## config.mk

```make
export PLATFORM = sky130hd
export DESIGN_NAME = secondary_audio_tx_slot_map
export DESIGN_NICKNAME = d
export VERILOG_FILES = /design/src/tx_slot_pkg.sv /design/src/sample_stream_if.sv /design/src/sample_fifo.sv /design/src/secondary_audio_tx_slot_map.sv
export VERILOG_INCLUDE_DIRS = /design/src /design/src/src
export SDC_FILE = /design/constraint.sdc
export NUM_CORES = 1
export LEC_CHECK = 0
export BUFFER_PORTS_ARGS = -buffer_cell sky130_fd_sc_hd__buf_2
export CAP_MARGIN = 30
export CELL_PAD_IN_SITES_DETAIL_PLACEMENT = 0
export CELL_PAD_IN_SITES_GLOBAL_PLACEMENT = 1
export CORE_ASPECT_RATIO = 0.75
export CORE_MARGIN = 3
export CORE_UTILIZATION = 49
export CTS_BUF_LIST = sky130_fd_sc_hd__clkbuf_8
export DETAILED_ROUTE_END_ITERATION = 8
export HOLD_SLACK_MARGIN = 0.03
export PLACE_DENSITY = 0.87
export SETUP_SLACK_MARGIN = 0.5
export SKIP_CTS_REPAIR_TIMING = 1
export SYNTH_ARGS = -nofsm -noshare
export SYNTH_HDL_FRONTEND = slang
export SYNTH_SLANG_ARGS = --single-unit
export TNS_END_PERCENT = 10
```

## constraint.sdc

```tcl
create_clock -name clk_i -period 4.1 [get_ports clk_i]
set_input_delay 0.615 -clock clk_i [delete_from_list [all_inputs] [get_ports clk_i]]
set_output_delay 0.615 -clock clk_i [all_outputs]
set_load 0.005 [all_outputs]
```

## src/tx_slot_map.svh

```systemverilog
// register indices, field positions, reset values and slot lengths
`ifndef TX_SLOT_MAP_SVH
`define TX_SLOT_MAP_SVH

// ----------------------------------------
// word indices (byte address = index * 4)
// ----------------------------------------
`define IDX_FRAMING      6'h1A
`define IDX_MSB_OFFSET   6'h1C
`define IDX_PIN_SELECT   6'h1D
`define IDX_CH1_CONFIG   6'h1E
`define IDX_STATUS       6'h30

// ----------------------------------------
// reset values
// ----------------------------------------
`define RST_FRAMING      8'h30
`define RST_MSB_OFFSET   8'h00
`define RST_PIN_SELECT   8'h00
`define RST_CH1_CONFIG   8'h00

// ----------------------------------------
// field positions
// ----------------------------------------
`define FRM_FMT_LO       6
`define FRM_WLEN_LO      4
`define CH1_EN_BIT       5
`define SLOT_HALF_BIT    4
`define ST_RUN_BIT       0
`define ST_UNDERRUN_BIT  1
`define ST_LEVEL_LO      3

// ----------------------------------------
// slot lengths in bit clocks
// ----------------------------------------
`define SLOT_LEN_16      6'h10
`define SLOT_LEN_20      6'h14
`define SLOT_LEN_24      6'h18
`define SLOT_LEN_32      6'h20
`define LAST_SLOT        5'h1F

`endif

```

## src/tx_slot_pkg.sv

```systemverilog
// types shared by the slot mapping block
package tx_slot_pkg;
	typedef enum logic [1:0] {
		FMT_TDM = 2'b00,
		FMT_I2S = 2'b01,
		FMT_LJ  = 2'b10,
		FMT_RSV = 2'b11
	} framing_t;

	typedef enum logic [1:0] {
		LINK_WAIT  = 2'b00,
		LINK_DELAY = 2'b01,
		LINK_RUN   = 2'b10
	} link_state_t;
endpackage : tx_slot_pkg
```

## src/sample_stream_if.sv

```systemverilog
// valid/ready word stream between the block and its sample buffer
interface sample_stream_if #(parameter int W = 32) ();
	logic [W-1:0] data;
	logic         valid;
	logic         ready;
	modport src (output data, output valid, input ready);
	modport snk (input data, input valid, output ready);
endinterface : sample_stream_if

```

## src/sample_fifo.sv

```systemverilog
// sample buffer with registered read data
module sample_fifo #(
	parameter int W     = 32,
	parameter int DEPTH = 16
) (
	// clock and reset
	input  wire logic               clk_i,
	input  wire logic               rst_i,
	// streams
	sample_stream_if.snk            push,
	sample_stream_if.src            pop,
	// fill level
	output logic [$clog2(DEPTH):0]  level_o
);
	localparam int AW = $clog2(DEPTH);

	logic [W-1:0]  mem [DEPTH];
	logic [AW-1:0] wr_r, wr_nxt, rd_r, rd_nxt;
	logic [AW:0]   cnt_r, cnt_nxt;
	logic [W-1:0]  rdata_r;
	logic          settle_r, settle_nxt;
	logic          do_push, do_pop;

	// read data lags the pointer by one cycle, so valid waits for it
	assign push.ready = (cnt_r != (AW+1)'(DEPTH));
	assign pop.valid  = settle_r && (cnt_r != '0);
	assign pop.data   = rdata_r;
	assign level_o    = cnt_r;
	assign do_push    = push.valid && push.ready;
	assign do_pop     = pop.valid && pop.ready;

	always_comb begin
		wr_nxt     = do_push ? wr_r + 1'b1 : wr_r;
		rd_nxt     = do_pop ? rd_r + 1'b1 : rd_r;
		cnt_nxt    = cnt_r + (AW+1)'(do_push) - (AW+1)'(do_pop);
		settle_nxt = !do_pop && (cnt_r != '0);
	end

	always_ff @(posedge clk_i) begin
		if (rst_i) begin
			wr_r     <= '0;
			rd_r     <= '0;
			cnt_r    <= '0;
			settle_r <= 1'b0;
		end else begin
			wr_r     <= wr_nxt;
			rd_r     <= rd_nxt;
			cnt_r    <= cnt_nxt;
			settle_r <= settle_nxt;
		end
	end

	always_ff @(posedge clk_i) begin
		if (do_push) begin
			mem[wr_r] <= push.data;
		end
		rdata_r <= mem[rd_r];
	end
endmodule : sample_fifo

```

## src/secondary_audio_tx_slot_map.sv

```systemverilog
// transmit slot mapping for the second audio port with wishbone registers
//
// Operation
// offset zero places MSB per standard framing
// offset N delays slot-zero MSB N bit clocks
// channel select bit routes primary or secondary pin
// channel 1 disabled means output tri-stated
// TDM slot number selects slot 0 to 31
// I2S/LJ values 16 up select right half
// reserved upper bits read zero, write reset value; pin select stores and reads back its bits 7:1
// framing codes TDM, I2S, LJ, reserved
// slot length codes give 16/20/24/32 bits
// software avoids two channels sharing one slot
//
// The implementer's own choice: the Wishbone interface to the registers.
`include "tx_slot_map.svh"

module secondary_audio_tx_slot_map #(
	parameter int SW         = 32,
	parameter int FIFO_DEPTH = 16
) (
	// clock and reset
	input  wire logic          clk_i,
	input  wire logic          rst_i,
	// wishbone slave
	input  wire logic          wb_cyc_i,
	input  wire logic          wb_stb_i,
	input  wire logic          wb_we_i,
	input  wire logic [7:0]    wb_adr_i,
	input  wire logic [3:0]    wb_sel_i,
	input  wire logic [31:0]   wb_dat_i,
	output logic      [31:0]   wb_dat_o,
	output logic               wb_ack_o,
	// converter channel 1 samples
	input  wire logic [SW-1:0] sample_data_i,
	input  wire logic          sample_valid_i,
	output logic               sample_ready_o,
	// serial link
	input  wire logic          bclk_i,
	input  wire logic          fsync_i,
	output logic               primary_data_out_o,
	output logic               primary_data_oe_n_o,
	output logic               secondary_data_out_o,
	output logic               secondary_data_oe_n_o
);
	// ----------------------------------------
	// helpers
	// ----------------------------------------
	function automatic logic [5:0] slot_len(input logic [1:0] code);
		case (code)
			2'h0:    slot_len = `SLOT_LEN_16;
			2'h1:    slot_len = `SLOT_LEN_20;
			2'h2:    slot_len = `SLOT_LEN_24;
			default: slot_len = `SLOT_LEN_32;
		endcase
	endfunction : slot_len

	function automatic logic slot_hit(input tx_slot_pkg::framing_t fmt,
			input logic [4:0] num, input logic half, input logic [4:0] slot);
		if (fmt == tx_slot_pkg::FMT_TDM) begin
			slot_hit = (slot == num);
		end else begin
			slot_hit = (half == num[`SLOT_HALF_BIT]) && (slot == {1'b0, num[3:0]});
		end
	endfunction : slot_hit

	// ----------------------------------------
	// sample buffer
	// ----------------------------------------
	sample_stream_if #(.W(SW)) in_s ();
	sample_stream_if #(.W(SW)) out_s ();
	logic [$clog2(FIFO_DEPTH):0] level;
	logic                        pop;

	assign in_s.data      = sample_data_i;
	assign in_s.valid     = sample_valid_i;
	assign sample_ready_o = in_s.ready;
	assign out_s.ready    = pop;

	sample_fifo #(.W(SW), .DEPTH(FIFO_DEPTH)) u_fifo (
		.clk_i   (clk_i),
		.rst_i   (rst_i),
		.push    (in_s),
		.pop     (out_s),
		.level_o (level)
	);

	// ----------------------------------------
	// register bus
	// ----------------------------------------
	logic [7:0]  framing_r, framing_nxt, offset_r, offset_nxt;
	logic [7:0]  pin_sel_r, pin_sel_nxt, ch1_cfg_r, ch1_cfg_nxt;
	logic        underrun_r, underrun_nxt, underrun_set;
	logic        ack_r, ack_nxt;
	logic [31:0] dat_r, dat_nxt;
	logic        req, wr_hit;
	logic [5:0]  idx;
	tx_slot_pkg::link_state_t state_r, state_nxt;

	assign idx      = wb_adr_i[7:2];
	assign req      = wb_cyc_i && wb_stb_i && !ack_r;
	assign wr_hit   = req && wb_we_i && wb_sel_i[0];
	assign wb_ack_o = ack_r;
	assign wb_dat_o = dat_r;

	always_comb begin
		framing_nxt  = framing_r;
		offset_nxt   = offset_r;
		pin_sel_nxt  = pin_sel_r;
		ch1_cfg_nxt  = ch1_cfg_r;
		underrun_nxt = underrun_r;
		if (wr_hit) begin
			if (idx == `IDX_FRAMING) begin
				framing_nxt = {wb_dat_i[7:4], 4'h0};
			end else if (idx == `IDX_MSB_OFFSET) begin
				offset_nxt = {3'h0, wb_dat_i[4:0]};
			end else if (idx == `IDX_PIN_SELECT) begin
				pin_sel_nxt = wb_dat_i[7:0];
			end else if (idx == `IDX_CH1_CONFIG) begin
				ch1_cfg_nxt = {2'h0, wb_dat_i[5:0]};
			end else if (idx == `IDX_STATUS && wb_dat_i[`ST_UNDERRUN_BIT]) begin
				underrun_nxt = 1'b0;
			end
		end
		// a new underrun outranks a clear in the same cycle
		if (underrun_set) begin
			underrun_nxt = 1'b1;
		end
		dat_nxt = 32'h0000_0000;
		if (req && !wb_we_i) begin
			if (idx == `IDX_FRAMING) begin
				dat_nxt[7:0] = framing_r;
			end else if (idx == `IDX_MSB_OFFSET) begin
				dat_nxt[7:0] = offset_r;
			end else if (idx == `IDX_PIN_SELECT) begin
				dat_nxt[7:0] = pin_sel_r;
			end else if (idx == `IDX_CH1_CONFIG) begin
				dat_nxt[7:0] = ch1_cfg_r;
			end else if (idx == `IDX_STATUS) begin
				dat_nxt[`ST_RUN_BIT]      = (state_r == tx_slot_pkg::LINK_RUN);
				dat_nxt[`ST_UNDERRUN_BIT] = underrun_r;
				dat_nxt[7:`ST_LEVEL_LO]   = 5'(level);
			end
		end
		ack_nxt = req;
	end

	always_ff @(posedge clk_i) begin
		if (rst_i) begin
			framing_r  <= `RST_FRAMING;
			offset_r   <= `RST_MSB_OFFSET;
			pin_sel_r  <= `RST_PIN_SELECT;
			ch1_cfg_r  <= `RST_CH1_CONFIG;
			underrun_r <= 1'b0;
			ack_r      <= 1'b0;
			dat_r      <= 32'h0000_0000;
		end else begin
			framing_r  <= framing_nxt;
			offset_r   <= offset_nxt;
			pin_sel_r  <= pin_sel_nxt;
			ch1_cfg_r  <= ch1_cfg_nxt;
			underrun_r <= underrun_nxt;
			ack_r      <= ack_nxt;
			dat_r      <= dat_nxt;
		end
	end

	// ----------------------------------------
	// pin synchronisers
	// ----------------------------------------
	logic [2:0] bclk_s_r, fs_s_r;
	logic       bclk_lv_r, bclk_lv_nxt, fs_lv_r, fs_lv_nxt;
	logic       rise, fall;

	always_comb begin
		bclk_lv_nxt = (bclk_s_r[1] == bclk_s_r[2]) ? bclk_s_r[2] : bclk_lv_r;
		fs_lv_nxt   = (fs_s_r[1] == fs_s_r[2]) ? fs_s_r[2] : fs_lv_r;
		rise        = bclk_lv_nxt && !bclk_lv_r;
		fall        = !bclk_lv_nxt && bclk_lv_r;
	end

	always_ff @(posedge clk_i) begin
		if (rst_i) begin
			bclk_s_r  <= 3'h0;
			fs_s_r    <= 3'h0;
			bclk_lv_r <= 1'b0;
			fs_lv_r   <= 1'b0;
		end else begin
			bclk_s_r  <= {bclk_s_r[1:0], bclk_i};
			fs_s_r    <= {fs_s_r[1:0], fsync_i};
			bclk_lv_r <= bclk_lv_nxt;
			fs_lv_r   <= fs_lv_nxt;
		end
	end

	// ----------------------------------------
	// link sequencer
	// ----------------------------------------
	tx_slot_pkg::framing_t fmt;
	logic [10:0]   pos_r, pos_nxt, len_r, len_nxt;
	logic          fs_prev_r, fs_prev_nxt, half_r, half_nxt;
	logic [4:0]    dly_r, dly_nxt, slot_r, slot_nxt;
	logic [5:0]    bit_r, bit_nxt, slen;
	logic [SW-1:0] shift_r, shift_nxt, sh;
	logic          act_r, act_nxt, out_r, out_nxt;
	logic          pri_oe_n_r, pri_oe_n_nxt, sec_oe_n_r, sec_oe_n_nxt;
	logic          frame_ev, launch, emit, en, route;

	assign fmt   = tx_slot_pkg::framing_t'(framing_r[`FRM_FMT_LO +: 2]);
	assign slen  = slot_len(framing_r[`FRM_WLEN_LO +: 2]);
	assign en    = ch1_cfg_r[`CH1_EN_BIT];
	assign route = pin_sel_r[0];

	always_comb begin
		state_nxt    = state_r;
		pos_nxt      = pos_r;
		len_nxt      = len_r;
		fs_prev_nxt  = fs_prev_r;
		half_nxt     = half_r;
		dly_nxt      = dly_r;
		slot_nxt     = slot_r;
		bit_nxt      = bit_r;
		shift_nxt    = shift_r;
		act_nxt      = act_r;
		out_nxt      = out_r;
		pop          = 1'b0;
		underrun_set = 1'b0;
		emit         = 1'b0;
		sh           = shift_r;
		frame_ev     = 1'b0;
		launch       = 1'b0;
		if (rise) begin
			// TDM frames start on the fsync rise, I2S and LJ halves on either edge
			frame_ev    = (fs_lv_r != fs_prev_r) && (fs_lv_r || fmt != tx_slot_pkg::FMT_TDM);
			fs_prev_nxt = fs_lv_r;
			pos_nxt     = frame_ev ? 11'h000 : pos_r + 11'h001;
			if (frame_ev && fmt != tx_slot_pkg::FMT_TDM) begin
				len_nxt = pos_r + 11'h001;
			end
			// LJ MSB sits on the fsync edge itself, so launch one bit early
			if (fmt == tx_slot_pkg::FMT_LJ) begin
				launch = !frame_ev && (len_r > 11'h001) && (pos_r + 11'h001 == len_r - 11'h001);
			end else if (fmt != tx_slot_pkg::FMT_RSV) begin
				launch = frame_ev;
			end
			if (launch) begin
				state_nxt = tx_slot_pkg::LINK_DELAY;
				dly_nxt   = offset_r[4:0];
				half_nxt  = (fmt != tx_slot_pkg::FMT_TDM) && fs_lv_r;
				slot_nxt  = 5'h00;
				bit_nxt   = 6'h00;
				act_nxt   = 1'b0;
			end
		end
		if (fall) begin
			case (state_r)
				tx_slot_pkg::LINK_DELAY: begin
					if (dly_r == 5'h00) begin
						emit      = 1'b1;
						state_nxt = tx_slot_pkg::LINK_RUN;
					end else begin
						dly_nxt = dly_r - 5'h01;
					end
				end
				tx_slot_pkg::LINK_RUN: begin
					emit = 1'b1;
				end
				default: begin
					act_nxt = 1'b0;
				end
			endcase
		end
		if (emit) begin
			if (bit_r == 6'h00) begin
				act_nxt = en && slot_hit(fmt, ch1_cfg_r[4:0], half_r, slot_r);
				if (act_nxt) begin
					pop          = out_s.valid;
					underrun_set = !out_s.valid;
					sh           = out_s.valid ? out_s.data : '0;
				end
			end
			out_nxt   = sh[SW-1];
			shift_nxt = sh << 1;
			if (bit_r == slen - 6'h01) begin
				bit_nxt = 6'h00;
				if (slot_r == `LAST_SLOT) begin
					state_nxt = tx_slot_pkg::LINK_WAIT;
				end else begin
					slot_nxt = slot_r + 5'h01;
				end
			end else begin
				bit_nxt = bit_r + 6'h01;
			end
		end
		pri_oe_n_nxt = !(act_r && en && !route);
		sec_oe_n_nxt = !(act_r && en && route);
	end

	always_ff @(posedge clk_i) begin
		if (rst_i) begin
			state_r    <= tx_slot_pkg::LINK_WAIT;
			pos_r      <= 11'h000;
			len_r      <= 11'h000;
			fs_prev_r  <= 1'b0;
			half_r     <= 1'b0;
			dly_r      <= 5'h00;
			slot_r     <= 5'h00;
			bit_r      <= 6'h00;
			shift_r    <= '0;
			act_r      <= 1'b0;
			out_r      <= 1'b0;
			pri_oe_n_r <= 1'b1;
			sec_oe_n_r <= 1'b1;
		end else begin
			state_r    <= state_nxt;
			pos_r      <= pos_nxt;
			len_r      <= len_nxt;
			fs_prev_r  <= fs_prev_nxt;
			half_r     <= half_nxt;
			dly_r      <= dly_nxt;
			slot_r     <= slot_nxt;
			bit_r      <= bit_nxt;
			shift_r    <= shift_nxt;
			act_r      <= act_nxt;
			out_r      <= out_nxt;
			pri_oe_n_r <= pri_oe_n_nxt;
			sec_oe_n_r <= sec_oe_n_nxt;
		end
	end

	assign primary_data_out_o    = out_r;
	assign secondary_data_out_o  = out_r;
	assign primary_data_oe_n_o   = pri_oe_n_r;
	assign secondary_data_oe_n_o = sec_oe_n_r;

	// ----------------------------------------
	// checks
	// ----------------------------------------
	a_ack_single_cycle: assert property (@(posedge clk_i) disable iff (rst_i)
		wb_cyc_i && wb_stb_i && !wb_ack_o |=> wb_ack_o ##1 !wb_ack_o)
		else $error("ack not a single cycle after request");
	a_reserved_read_zero: assert property (@(posedge clk_i) disable iff (rst_i)
		wb_ack_o && $past(idx) == `IDX_MSB_OFFSET |-> wb_dat_o[7:5] == 3'h0)
		else $error("reserved offset bits read nonzero");
	a_disabled_tristate: assert property (@(posedge clk_i) disable iff (rst_i)
		!en |=> primary_data_oe_n_o && secondary_data_oe_n_o)
		else $error("disabled channel drives a pin");
	a_pin_route_sel: assert property (@(posedge clk_i) disable iff (rst_i)
		!primary_data_oe_n_o || !secondary_data_oe_n_o
		|-> $past(route) == !secondary_data_oe_n_o && $past(act_r))
		else $error("channel driven on wrong pin");
	a_offset_load: assert property (@(posedge clk_i) disable iff (rst_i)
		launch |=> state_r == tx_slot_pkg::LINK_DELAY && dly_r == $past(offset_r[4:0]))
		else $error("offset not loaded at launch");
	a_zero_offset_msb: assert property (@(posedge clk_i) disable iff (rst_i)
		fall && state_r == tx_slot_pkg::LINK_DELAY && dly_r == 5'h00
		|=> state_r == tx_slot_pkg::LINK_RUN && bit_r == 6'h01)
		else $error("MSB not emitted when delay reached zero");
	a_slot_select: assert property (@(posedge clk_i) disable iff (rst_i)
		$rose(act_r) |-> $past(slot_hit(fmt, ch1_cfg_r[4:0], half_r, slot_r) && en))
		else $error("channel active in an unassigned slot");
	a_reserved_format: assert property (@(posedge clk_i) disable iff (rst_i)
		fmt == tx_slot_pkg::FMT_RSV |-> !launch)
		else $error("reserved framing started a frame");
	a_slot_length: assert property (@(posedge clk_i) disable iff (rst_i)
		emit && bit_r == slen - 6'h01 |=> bit_r == 6'h00)
		else $error("slot length not honoured");
endmodule : secondary_audio_tx_slot_map

```

==> results of run 1 <==
[cells by family (layout without fill, tap and decap cells)]
group | Yosys count | after routing | share of synthesized area [%]
other | 1 | 26 | 0.01393
adders and majority gates | 26 | 26 | 1.236
xor gates and xnor gates | 42 | 42 | 1.422
and+or+nand+nor | 403 | 403 | 6.830
DFF | 676 | 676 | 69.28
buffers and inverters | 147 | 319 | 2.425
muxes | 223 | 223 | 11.39
AOI/OAI and AO/OA | 312 | 312 | 7.397
[per-layer routing]
| metal | GRT usage [%] | vias to the layer above |
|---|---|---|
| li1 | - | 7188 |
| met1 | 30.11 | 7904 |
| met4 | 5.847 | 2 |
| met3 | 4.378 | 93 |
| met2 | 30.71 | 662 |
| met5 | 0 | - |
[cells in the final DEF (no fill, tap or decap), drive strengths merged, types with 64 or more instances in the layout]
cell type  instances
edfxtp           512
o21ai            105
inv               67
nand2            148
buf              111
clkbuf           113
mux2i            131
nor2             132
mux4              64
dfxtp            164
[layout make-up]
| cell class | instances | area [sq um] | area share, % |
|---|---|---|---|
| Tap cell | 712 | 890.9 | 2.956 |
| Antenna cell | 2 | 5.005 | 0.01661 |
| Timing Repair Buffer | 111 | 744.5 | 2.470 |
| Multi-Input combinational cell | 1030 | 7859 | 26.07 |
| Clock buffer | 113 | 1555 | 5.160 |
| Inverter | 24 | 90.09 | 0.2989 |
| Clock inverter | 71 | 329.1 | 1.092 |
| Sequential cell | 676 | 18670 | 61.93 |
[registers in the layout (all words and copies together) (netlist names), 2 cells and up]
register,cells
bclk_s_r,3
len_r,11
fs_s_r,3
u_fifo.rd_r,4
ch1_cfg_r,6
framing_r,4
u_fifo.mem,512
pin_sel_r,8
pos_r,11
wb_dat_o,8
bit_r,6
u_fifo.pop.data,32
u_fifo.level_o,5
shift_r,31
offset_r,5
slot_r,5
state_r,2
u_fifo.wr_r,4
dly_r,5
[path summary, 6_finish.rpt]
path / end / slack [ns]
worst min-delay path: bclk_s_r[0] / 0.13
worst min register to register: fs_s_r[1] / 0.44
worst max register to register: u_fifo.level_o[4] / 0.73
worst max-delay path: u_fifo.level_o[4] / 0.73
[where the power goes]
part           switching (W)  total (W)  leakage [nW]  internal (W)
clock                0.00252    0.00505          1.12       0.00253
combinational       0.000478   0.000704          2.72      0.000226
sequential         0.0000705    0.00765          5.96       0.00758
total                0.00307     0.0134          9.80        0.0103
[worst reg2reg max path, stage by stage, from the launching register on]
cell and delay (ns):
dfxtp_1 0.33, inv_1 0.06, ha_1 0.17, or3b_2 0.49, nor2_2 0.13, nand2_2 0.12, a21o_4 0.26, nor4b_4 0.24
ha_1 0.16, inv_1 0.04, ha_1 0.20, fa_2 0.39, a21oi_1 0.15, nor2_1 0.07, or3_1 0.36, a21oi_1 0.15
[stage by stage]
step | cell area (sq um) | util (%) | power, W | std cells
after floorplan | 27020 | - | 0.008187 | 1853
after global placement | 28200 | 52.50 | 0.008452 | 2550
after detailed placement | 28230 | 52.56 | 0.008489 | 2552
after CTS | 30110 | 56.07 | 0.01350 | 2736
after global routing | 30140 | 56.12 | 0.01391 | 2739
final | 30140 | 56.12 | 0.01340 | 2739
==> impl_metrics.env, run 1 <==
export IMPL_status="completed"
export IMPL_first_pass_iters=5
export IMPL_ioPinCount=122
export IMPL_worstHoldPathCells=2
export IMPL_crit_arrival_ns=3.99
export IMPL_vias=15850
export IMPL_cp_max_fo=4
export IMPL_holdCritPathClass="input pin to register"
export IMPL_cp_top_family="simple AND/OR/NAND/NOR gates"
export IMPL_start_util_pct=50.14
export IMPL_hold_viol_final=0
export IMPL_slew_headroom_pct=35.71
export IMPL_die_y_um=209.0
export IMPL_grtUsageTotal_pct=20.38
export IMPL_slew_viol_final=0
export IMPL_core_area_sq_mm=0.05371
export IMPL_grt_max_degree=87
export IMPL_clock_skew_final_ns=0.03842
export IMPL_port_buffers=68
export IMPL_reg2reg_depth=15
export IMPL_cp_depth=15
export IMPL_highest_layer="met5"
export IMPL_ys_ff_latch=676
export IMPL_max_stage_delay_ns=0.49
export IMPL_wl_met2_mm=26.98
export IMPL_period_share_pct=82.27
export IMPL_area_delta_synth_final_pct=11.92
export IMPL_cp_startpoint="dly_r[0]"
export IMPL_drcViolationCount=0
export IMPL_htree_levels=3
export IMPL_tightest_slew_ns=0.9644
export IMPL_rsz0062_at_grt="false"
export IMPL_cp_slowest_cell="or3b_2"
export IMPL_drtIter0Drc=1589
export IMPL_clock_path_buffers=3
export IMPL_clk_latency_ns=0.70
export IMPL_syn_area_sq_mm=0.02693
export IMPL_grt_overflow=0
export IMPL_pwr_density_cell_mw_per_mm2=444.7
export IMPL_end_kind="register"
export IMPL_synthCells=1830
export IMPL_dieWidth_um=276.7
export IMPL_drive_above_1_share_pct=18.42
export IMPL_path_cells="inv_1, ha_1, or3b_2, nor2_2, nand2_2, a21o_4, nor4b_4, ha_1, inv_1, ha_1, fa_2, a21oi_1, nor2_1, or3_1, a21oi_1"
export IMPL_yosysTopAreaCellShare_pct=57.09
export IMPL_required_ns=4.72
export IMPL_fin_ws_ns=0.7270
export IMPL_antenna_found_initial=4
export IMPL_setup_worst_path_start_class="register"
export IMPL_ys_top_cells_by_area="edfxtp_1 (57%), dfxtp_1 (12%), mux4_2 (5.4%), mux2i_1 (4.9%), nand2_1 (2.1%)"
export IMPL_grt_pass1_vias=15370
export IMPL_cts_buffers=99
export IMPL_ys_async_sr_fraction_pct=0
export IMPL_synth_top_cell_by_area="edfxtp_1"
export IMPL_r2r_start="dly_r[0]"
export IMPL_synth_avg_cell_area_sq_um=14.72
export IMPL_viasPerCell=5.786
export IMPL_crit_top_cell="ha_1"
export IMPL_cts_sinks=676
export IMPL_p_leak_nw=9.796
export IMPL_cts_tree="done"
export IMPL_routed_wl_mm=59.55
export IMPL_clk_pin_slew_worst_paths_ns=0.06
export IMPL_crit_buf_inv=2
export IMPL_dp_worst_setup_slack_ns=0.5090
export IMPL_whs_ns=0.1347
export IMPL_wl_met3_mm=4.794
export IMPL_synth_cell_types=63
export IMPL_max_cap_viol_count=0
export IMPL_grt_pass1_wl_mm=91.09
export IMPL_wl_per_cell_um=21.74
export IMPL_die_area_sq_mm=0.05784
export IMPL_dp_hpwl_mm=33.16
export IMPL_synth_most_common_cell="edfxtp_1"
export IMPL_num_rows=73
export IMPL_clockRootBuffer="clkbuf_8"
export IMPL_fmax_mhz=296.5
export IMPL_critPathKind="register to register"
export IMPL_post_route_min_period_ns=3.373
export IMPL_antenna_left=0
export IMPL_fill_cells=4151
export IMPL_finalSetupViolations=0
export IMPL_finalSetupTns_ns=0
export IMPL_synth_edf_count=512
export IMPL_synthFlopType="edfxtp_1"
export IMPL_yosysSeqAreaShare_pct=69.28
export IMPL_ir_worst_vdd_v=0.0003488
export IMPL_yosys_warnings=0
export IMPL_wirelength_met1_mm=26.62
export IMPL_layout_nets=2052
export IMPL_holdCritStartpoint="bclk_i"
export IMPL_synthTopCellsByCount="edfxtp_1 (512), dfxtp_1 (164), nand2_1 (148)"
export IMPL_gp_congestion=0.7652
(Power assumes the default switching activity.)
==> run 2: changes to the inputs <==
Settings changed: ABC_AREA set to 1, CORE_UTILIZATION 49 to 50, PLACE_DENSITY 0.87 to 0.88.
Clock period 4.1 ns to 3.4 ns, I/O delays scaled along.
==> run 2 against run 1 <==
Combinational power rose by 4.8%. Register-to-register slack got worse by 0.06 ns. Sequential power rose by 21%. Maximum frequency rose by 23%. Clock power rose by 26%. Non-clock buffer count rose by 13.
==> impl_metrics.env, run 2 <==
export IMPL_max_cap_viol_count=0
export IMPL_required_ns=3.78
export IMPL_die_y_um=207.4
export IMPL_dieWidth_um=274.5
export IMPL_cp_max_fo=15
export IMPL_pwr_density_cell_mw_per_mm2=538.2
export IMPL_cp_endpoint="u_fifo.mem[2][21]"
export IMPL_cp_startpoint="u_fifo.level_o[2]"
export IMPL_postLayoutCellArea_sq_mm=0.03034
export IMPL_critPathKind="register to register"
export IMPL_yosysSeqAreaShare_pct=69.01
export IMPL_grt_pass1_vias=17960
export IMPL_slew_headroom_pct=31.84
export IMPL_cp_top_family="simple AND/OR/NAND/NOR gates"
export IMPL_rsz0062_at_grt="false"
export IMPL_grt_met3_usage_pct=5.419
export IMPL_finalSetupTns_ns=0
export IMPL_cts_tree="done"
export IMPL_ys_ff_latch=676
export IMPL_p_leak_nw=11.08
export IMPL_routed_wl_mm=66.65
export IMPL_synth_edf_count=512
export IMPL_vias=18750
export IMPL_reg2reg_depth=8
export IMPL_clk_latency_ns=0.72
export IMPL_drive_above_1_share_pct=12.14
export IMPL_area_delta_synth_final_pct=12.23
export IMPL_ys_async_sr_fraction_pct=0
export IMPL_crit_buf_inv=3
export IMPL_crit_arrival_ns=3.11
export IMPL_num_rows=73
export IMPL_synth_top_cell_by_area="edfxtp_1"
export IMPL_yosysTopAreaCellShare_pct=56.87
export IMPL_path_cells="inv_1, ha_1, nand4_1, nand2_1, inv_1, nand2_1, nor2_4, buf_4"
export IMPL_synthCells=2419
export IMPL_setup_worst_path_start_class="register"
export IMPL_first_pass_iters=6
export IMPL_slew_viol_final=0
export IMPL_die_area_sq_mm=0.05693
export IMPL_clock_path_buffers=3
export IMPL_met1_usage_pct=33.02
export IMPL_synth_most_common_cell="edfxtp_1"
export IMPL_status="completed"
export IMPL_post_route_min_period_ns=2.733
export IMPL_drcViolationCount=0
export IMPL_max_stage_delay_ns=0.60
export IMPL_grt_max_degree=163
export IMPL_gp_congestion=0.8432
export IMPL_start_util_pct=50.77
export IMPL_grt_overflow=0
export IMPL_cts_buffers=99
export IMPL_power_w=0.01633
export IMPL_cp_depth=8
export IMPL_dp_worst_setup_slack_ns=0.5612
export IMPL_synthFlopType="edfxtp_1"
export IMPL_use_met2_pct=34.64
export IMPL_htree_levels=3
export IMPL_clk_pin_slew_worst_paths_ns=0.06
export IMPL_fin_ws_ns=0.6673
export IMPL_clock_skew_final_ns=0.03656
export IMPL_ys_top_cells_by_area="edfxtp_1 (57%), dfxtp_1 (12%), nand2_1 (6.7%), o21ai_0 (4.1%), nor2_1 (3.2%)"
export IMPL_fmax_mhz=365.9
export IMPL_cp_slowest_cell="nor2_4"
export IMPL_placed_area_sq_mm=0.02830
export IMPL_final_common_cell="edfxtp_1"
export IMPL_tightest_slew_ns=1.022
export IMPL_grt_busiest_layer="met2"
export IMPL_ir_worst_vdd_v=0.0004394
export IMPL_r2r_slack_ns=0.67
export IMPL_largest_reg_flops=512
export IMPL_grt_pass1_wl_mm=101.7
export IMPL_post_route_util_pct=56.98
export IMPL_synth_avg_cell_area_sq_um=11.18
export IMPL_drtIter0Drc=2089
export IMPL_ioPinCount=122
export IMPL_syn_area_sq_mm=0.02704
export IMPL_top_register="u_fifo.mem"
export IMPL_hold_viol_final=0
export IMPL_finalSetupViolations=0
export IMPL_holdCritPathClass="input pin to register"
export IMPL_wl_per_cell_um=20.10
export IMPL_core_area_sq_mm=0.05325
export IMPL_end_kind="register"
export IMPL_layout_nets=2627
export IMPL_viasPerCell=5.653
export IMPL_layout_common_cells="edfxtp_1 (512), nand2_1 (483), o21ai_0 (223)"
export IMPL_clockRootBuffer="clkbuf_8"
export IMPL_port_buffers=68
export IMPL_synth_cell_types=49
export IMPL_period_share_pct=80.37
export IMPL_antenna_found_initial=6
export IMPL_dp_hpwl_mm=38.31
export IMPL_synthTopCellsByCount="edfxtp_1 (512), nand2_1 (484), nor2_1 (232)"
export IMPL_r2r_end="u_fifo.mem[2][21]"
export IMPL_r2r_start="u_fifo.level_o[2]"
export IMPL_grtUsageTotal_pct=23.09
export IMPL_cts_sinks=676
export IMPL_antenna_left=0
export IMPL_yosys_warnings=0
run 2: changes by cell type after synthesis, sizes merged, moves of 45 or more:
cell	delta
nor2	+113
inv	+107
nand2	+342
mux4	-64
o21ai	+124
mux2i	-131
nand3	+73
a21oi	+93
o22ai	+45
run 2: routing by layer:
| metal | up-vias | wire length (um) |
|---|---|---|
| li1 | 8756 | - |
| met1 | 9042 | 28730 |
| met2 | 801 | 30020 |
| met3 | 137 | 6039 |
| met4 | 10 | 1801 |
| met5 | - | 60 |
run 2: worst min-delay path by stage:
stage,from,to,depth (start not counted)
after floorplan,bclk_s_r[0],bclk_s_r[1],2
after global placement,fs_s_r[0],fs_s_r[1],2
after detailed placement,fs_s_r[0],fs_s_r[1],2
after CTS,fsync_i,fs_s_r[0],3
after global routing,wb_dat_i[5],framing_r[5],3
final,wb_dat_i[5],framing_r[5],3
run 2: logic make-up after synthesis:
kind of cell	synth area share, %
buffers and inverters	4.350
xor gates and xnor gates	0.3563
AOI/OAI and AO/OA	11.39
adders and majority gates	1.231
DFF	69.01
and+or+nand+nor	13.65
other	0.01387
run 2: final cells by class:
| type | instances | area [sq um] |
|---|---|---|
| Timing Repair Buffer | 124 | 873.3 |
| Clock buffer | 113 | 1555 |
| Fill cell | 4307 | 22910 |
| Inverter | 132 | 503.0 |
| Antenna cell | 1 | 2.502 |
| Clock inverter | 74 | 410.4 |
| Sequential cell | 676 | 18670 |
| Tap cell | 712 | 890.9 |
| Multi-Input combinational cell | 1484 | 7438 |
run 2: report_power, final:
part / internal [W] / switching, W
Sequential: 0.00916 / 0.0000827
Combinational: 0.000198 / 0.000540
Clock: 0.00329 / 0.00307
run 2: through the flow:
step	instances	hold WS, ns
floorplan	2442	0.3883
detailed placement	3125	0.3996
global placement	3125	0.3911
global route	3316	0.05040
CTS	3312	-0.04652
finish	3316	0.05255
run 2: worst register-to-register path: stages, from the launching register on:
cell	delay (ns)
dfxtp_1	0.39
inv_1	0.09
ha_1	0.22
nand4_1	0.13
nand2_1	0.13
inv_1	0.21
nand2_1	0.31
nor2_4	0.60
buf_4	0.34
==> run 3: changes to the inputs <==
Settings changed: ABC_AREA 1 to 0, PLACE_DENSITY 0.88 to 0.85.
Clock period 3.4 ns to 2.6 ns, I/O delays scaled along.
==> run 3 against run 2 <==
The flow now finishes with violations (setup timing). Critical endpoint is now u_fifo.level_o[4]. Global-route usage shrank 1.4 points. Highest routed layer unchanged. Critical path type unchanged. Critical path depth is 7 higher. Worst setup slack worse by 1.2 ns.
==> impl_metrics.env, run 3 (synthesis results as in run 1) <==
export IMPL_start_util_pct=51.36
export IMPL_fin_ws_ns=-0.5127
export IMPL_path_cells="inv_2, ha_4, or3b_4, nor2_4, nand2_2, a21o_1, nor4b_4, ha_1, inv_2, ha_4, fa_2, a21oi_2, nor2_1, or3_1, a21oi_1"
export IMPL_clock_skew_final_ns=0.03561
export IMPL_clock_path_buffers=3
export IMPL_crit_arrival_ns=3.72
export IMPL_die_area_sq_mm=0.05671
export IMPL_cp_max_fo=3
export IMPL_dp_hpwl_mm=35.12
export IMPL_layout_common_cells="edfxtp_1 (512), dfxtp_1 (153), nand2_1 (141)"
export IMPL_fill_cells=3938
export IMPL_grt_pass1_wl_mm=93.56
export IMPL_status="complete, but fails checks"
export IMPL_fin_cells=2820
export IMPL_area_delta_synth_final_pct=17.47
export IMPL_max_cap_viol_count=0
export IMPL_drtIter0Drc=1703
export IMPL_core_area_sq_mm=0.05243
export IMPL_power_w=0.02182
export IMPL_num_rows=72
export IMPL_clockRootBuffer="clkbuf_8"
export IMPL_grt_overflow=0
export IMPL_finalSetupViolations=11
export IMPL_violations="setup timing"
export IMPL_hold_viol_final=0
export IMPL_clk_pin_slew_worst_paths_ns=0.06
export IMPL_critPathKind="register to register"
export IMPL_antenna_found_initial=4
export IMPL_die_y_um=207.0
export IMPL_ir_worst_vdd_v=0.0003998
export IMPL_routed_wl_mm=61.96
export IMPL_cts_tree="done"
export IMPL_grtUsageTotal_pct=21.66
export IMPL_fmax_mhz=321.3
export IMPL_required_ns=3.21
export IMPL_finalSetupTns_ns=-1.456
export IMPL_r2r_slack_ns=-0.51
export IMPL_period_share_pct=119.7
export IMPL_wl_per_cell_um=21.97
export IMPL_viasPerCell=5.746
export IMPL_max_stage_delay_ns=0.40
export IMPL_grt_pass1_vias=15790
export IMPL_vias=16200
export IMPL_dp_cells=2614
export IMPL_holdCritPathClass="input pin to register"
export IMPL_slew_headroom_pct=47.80
export IMPL_top_register="u_fifo.mem"
export IMPL_port_buffers=68
export IMPL_cp_slowest_cell="or3b_4"
export IMPL_setup_worst_path_start_class="register"
export IMPL_placed_area_sq_mm=0.02912
export IMPL_end_kind="register"
export IMPL_final_common_cell="edfxtp_1"
export IMPL_ioPinCount=122
export IMPL_grt_max_degree=122
export IMPL_first_pass_iters=5
export IMPL_dp_worst_setup_slack_ns=-0.5921
export IMPL_tightest_slew_ns=0.7831
export IMPL_cts_buffers=99
export IMPL_cts_sinks=676
export IMPL_clk_latency_ns=0.70
export IMPL_antenna_left=0
export IMPL_postLayoutCellArea_sq_mm=0.03164
export IMPL_drcViolationCount=0
export IMPL_drive_above_1_share_pct=23.96
export IMPL_rsz0062_at_grt="true"
export IMPL_slew_viol_final=0
export IMPL_pwr_density_cell_mw_per_mm2=689.7
export IMPL_p_leak_nw=10.52
export IMPL_layout_nets=2141
export IMPL_largest_reg_flops=512
export IMPL_gp_congestion=0.8345
export IMPL_dieWidth_um=274.0
export IMPL_htree_levels=3
export IMPL_post_route_min_period_ns=3.113
## run 3: cell count changes in the layout (fill, tap and decap cells not counted), sizes merged, moves of 64 or more
cell   delta
nand2   -342
inv     -109
o21ai   -124
mux4     +64
a21oi    -93
mux2i   +131
buf      +66
nor2    -113
nand3    -73
## run 3: worst paths after layout
path,cells after the start,endpoint,startpoint
hold / removal,4,wb_ack_o,wb_stb_i
setup reg to reg,15,u_fifo.level_o[4],dly_r[1]
hold reg to reg,1,fs_s_r[1],fs_s_r[0]
setup / recovery,15,u_fifo.level_o[4],dly_r[1]
## run 3: per-stage QoR
stage	hold slack [ns]	utilization [%]
finish	0.06370	60.34
floorplan	0.3979	-
global placement	0.4215	55.54
detailed placement	0.4256	55.54
global route	0.03085	60.34
CTS	-0.1441	59.37
## run 3: per-layer routing
layer  track usage, %  vias to the layer above  share of wire [%]
met2            32.87                      582                 46
li1                 -                     7360                  -
met1            31.99                     8147                 45
met4            6.006                        6                2.0
met3            4.518                      108                7.2
met5                0                        -              0.050
## run 3: layout make-up
class	count	area, sq um	area share (%)
inverter	24	90.09	0.2848
clock buffer	118	1624	5.134
sequential	676	18680	59.04
clock inverter	68	386.6	1.222
multi-input combinational	1030	8177	25.85
tap	703	879.6	2.780
timing repair buffer	200	1799	5.687
antenna	1	2.502	0.007910
## run 3: critical path: cells and delay by family (launching register included)
| family | cells | cell delay (ns) |
|---|---|---|
| adder cells (fa/ha/maj) | 4 | 0.84 |
| flip-flops | 1 | 0.33 |
| buffers and inverters | 2 | 0.12 |
| AND/OR/NAND/NOR | 6 | 1.28 |
| AO/OA/AOI/OAI | 3 | 0.44 |
## run 3: power by group
part | switching, W | internal (W) | total [W] | leakage (nW)
Combinational | 0.000795 | 0.000481 | 0.00128 | 3.36
Sequential | 0.000109 | 0.0119 | 0.0121 | 5.96
Clock | 0.00404 | 0.00444 | 0.00849 | 1.19
Total | 0.00495 | 0.0169 | 0.0218 | 10.5
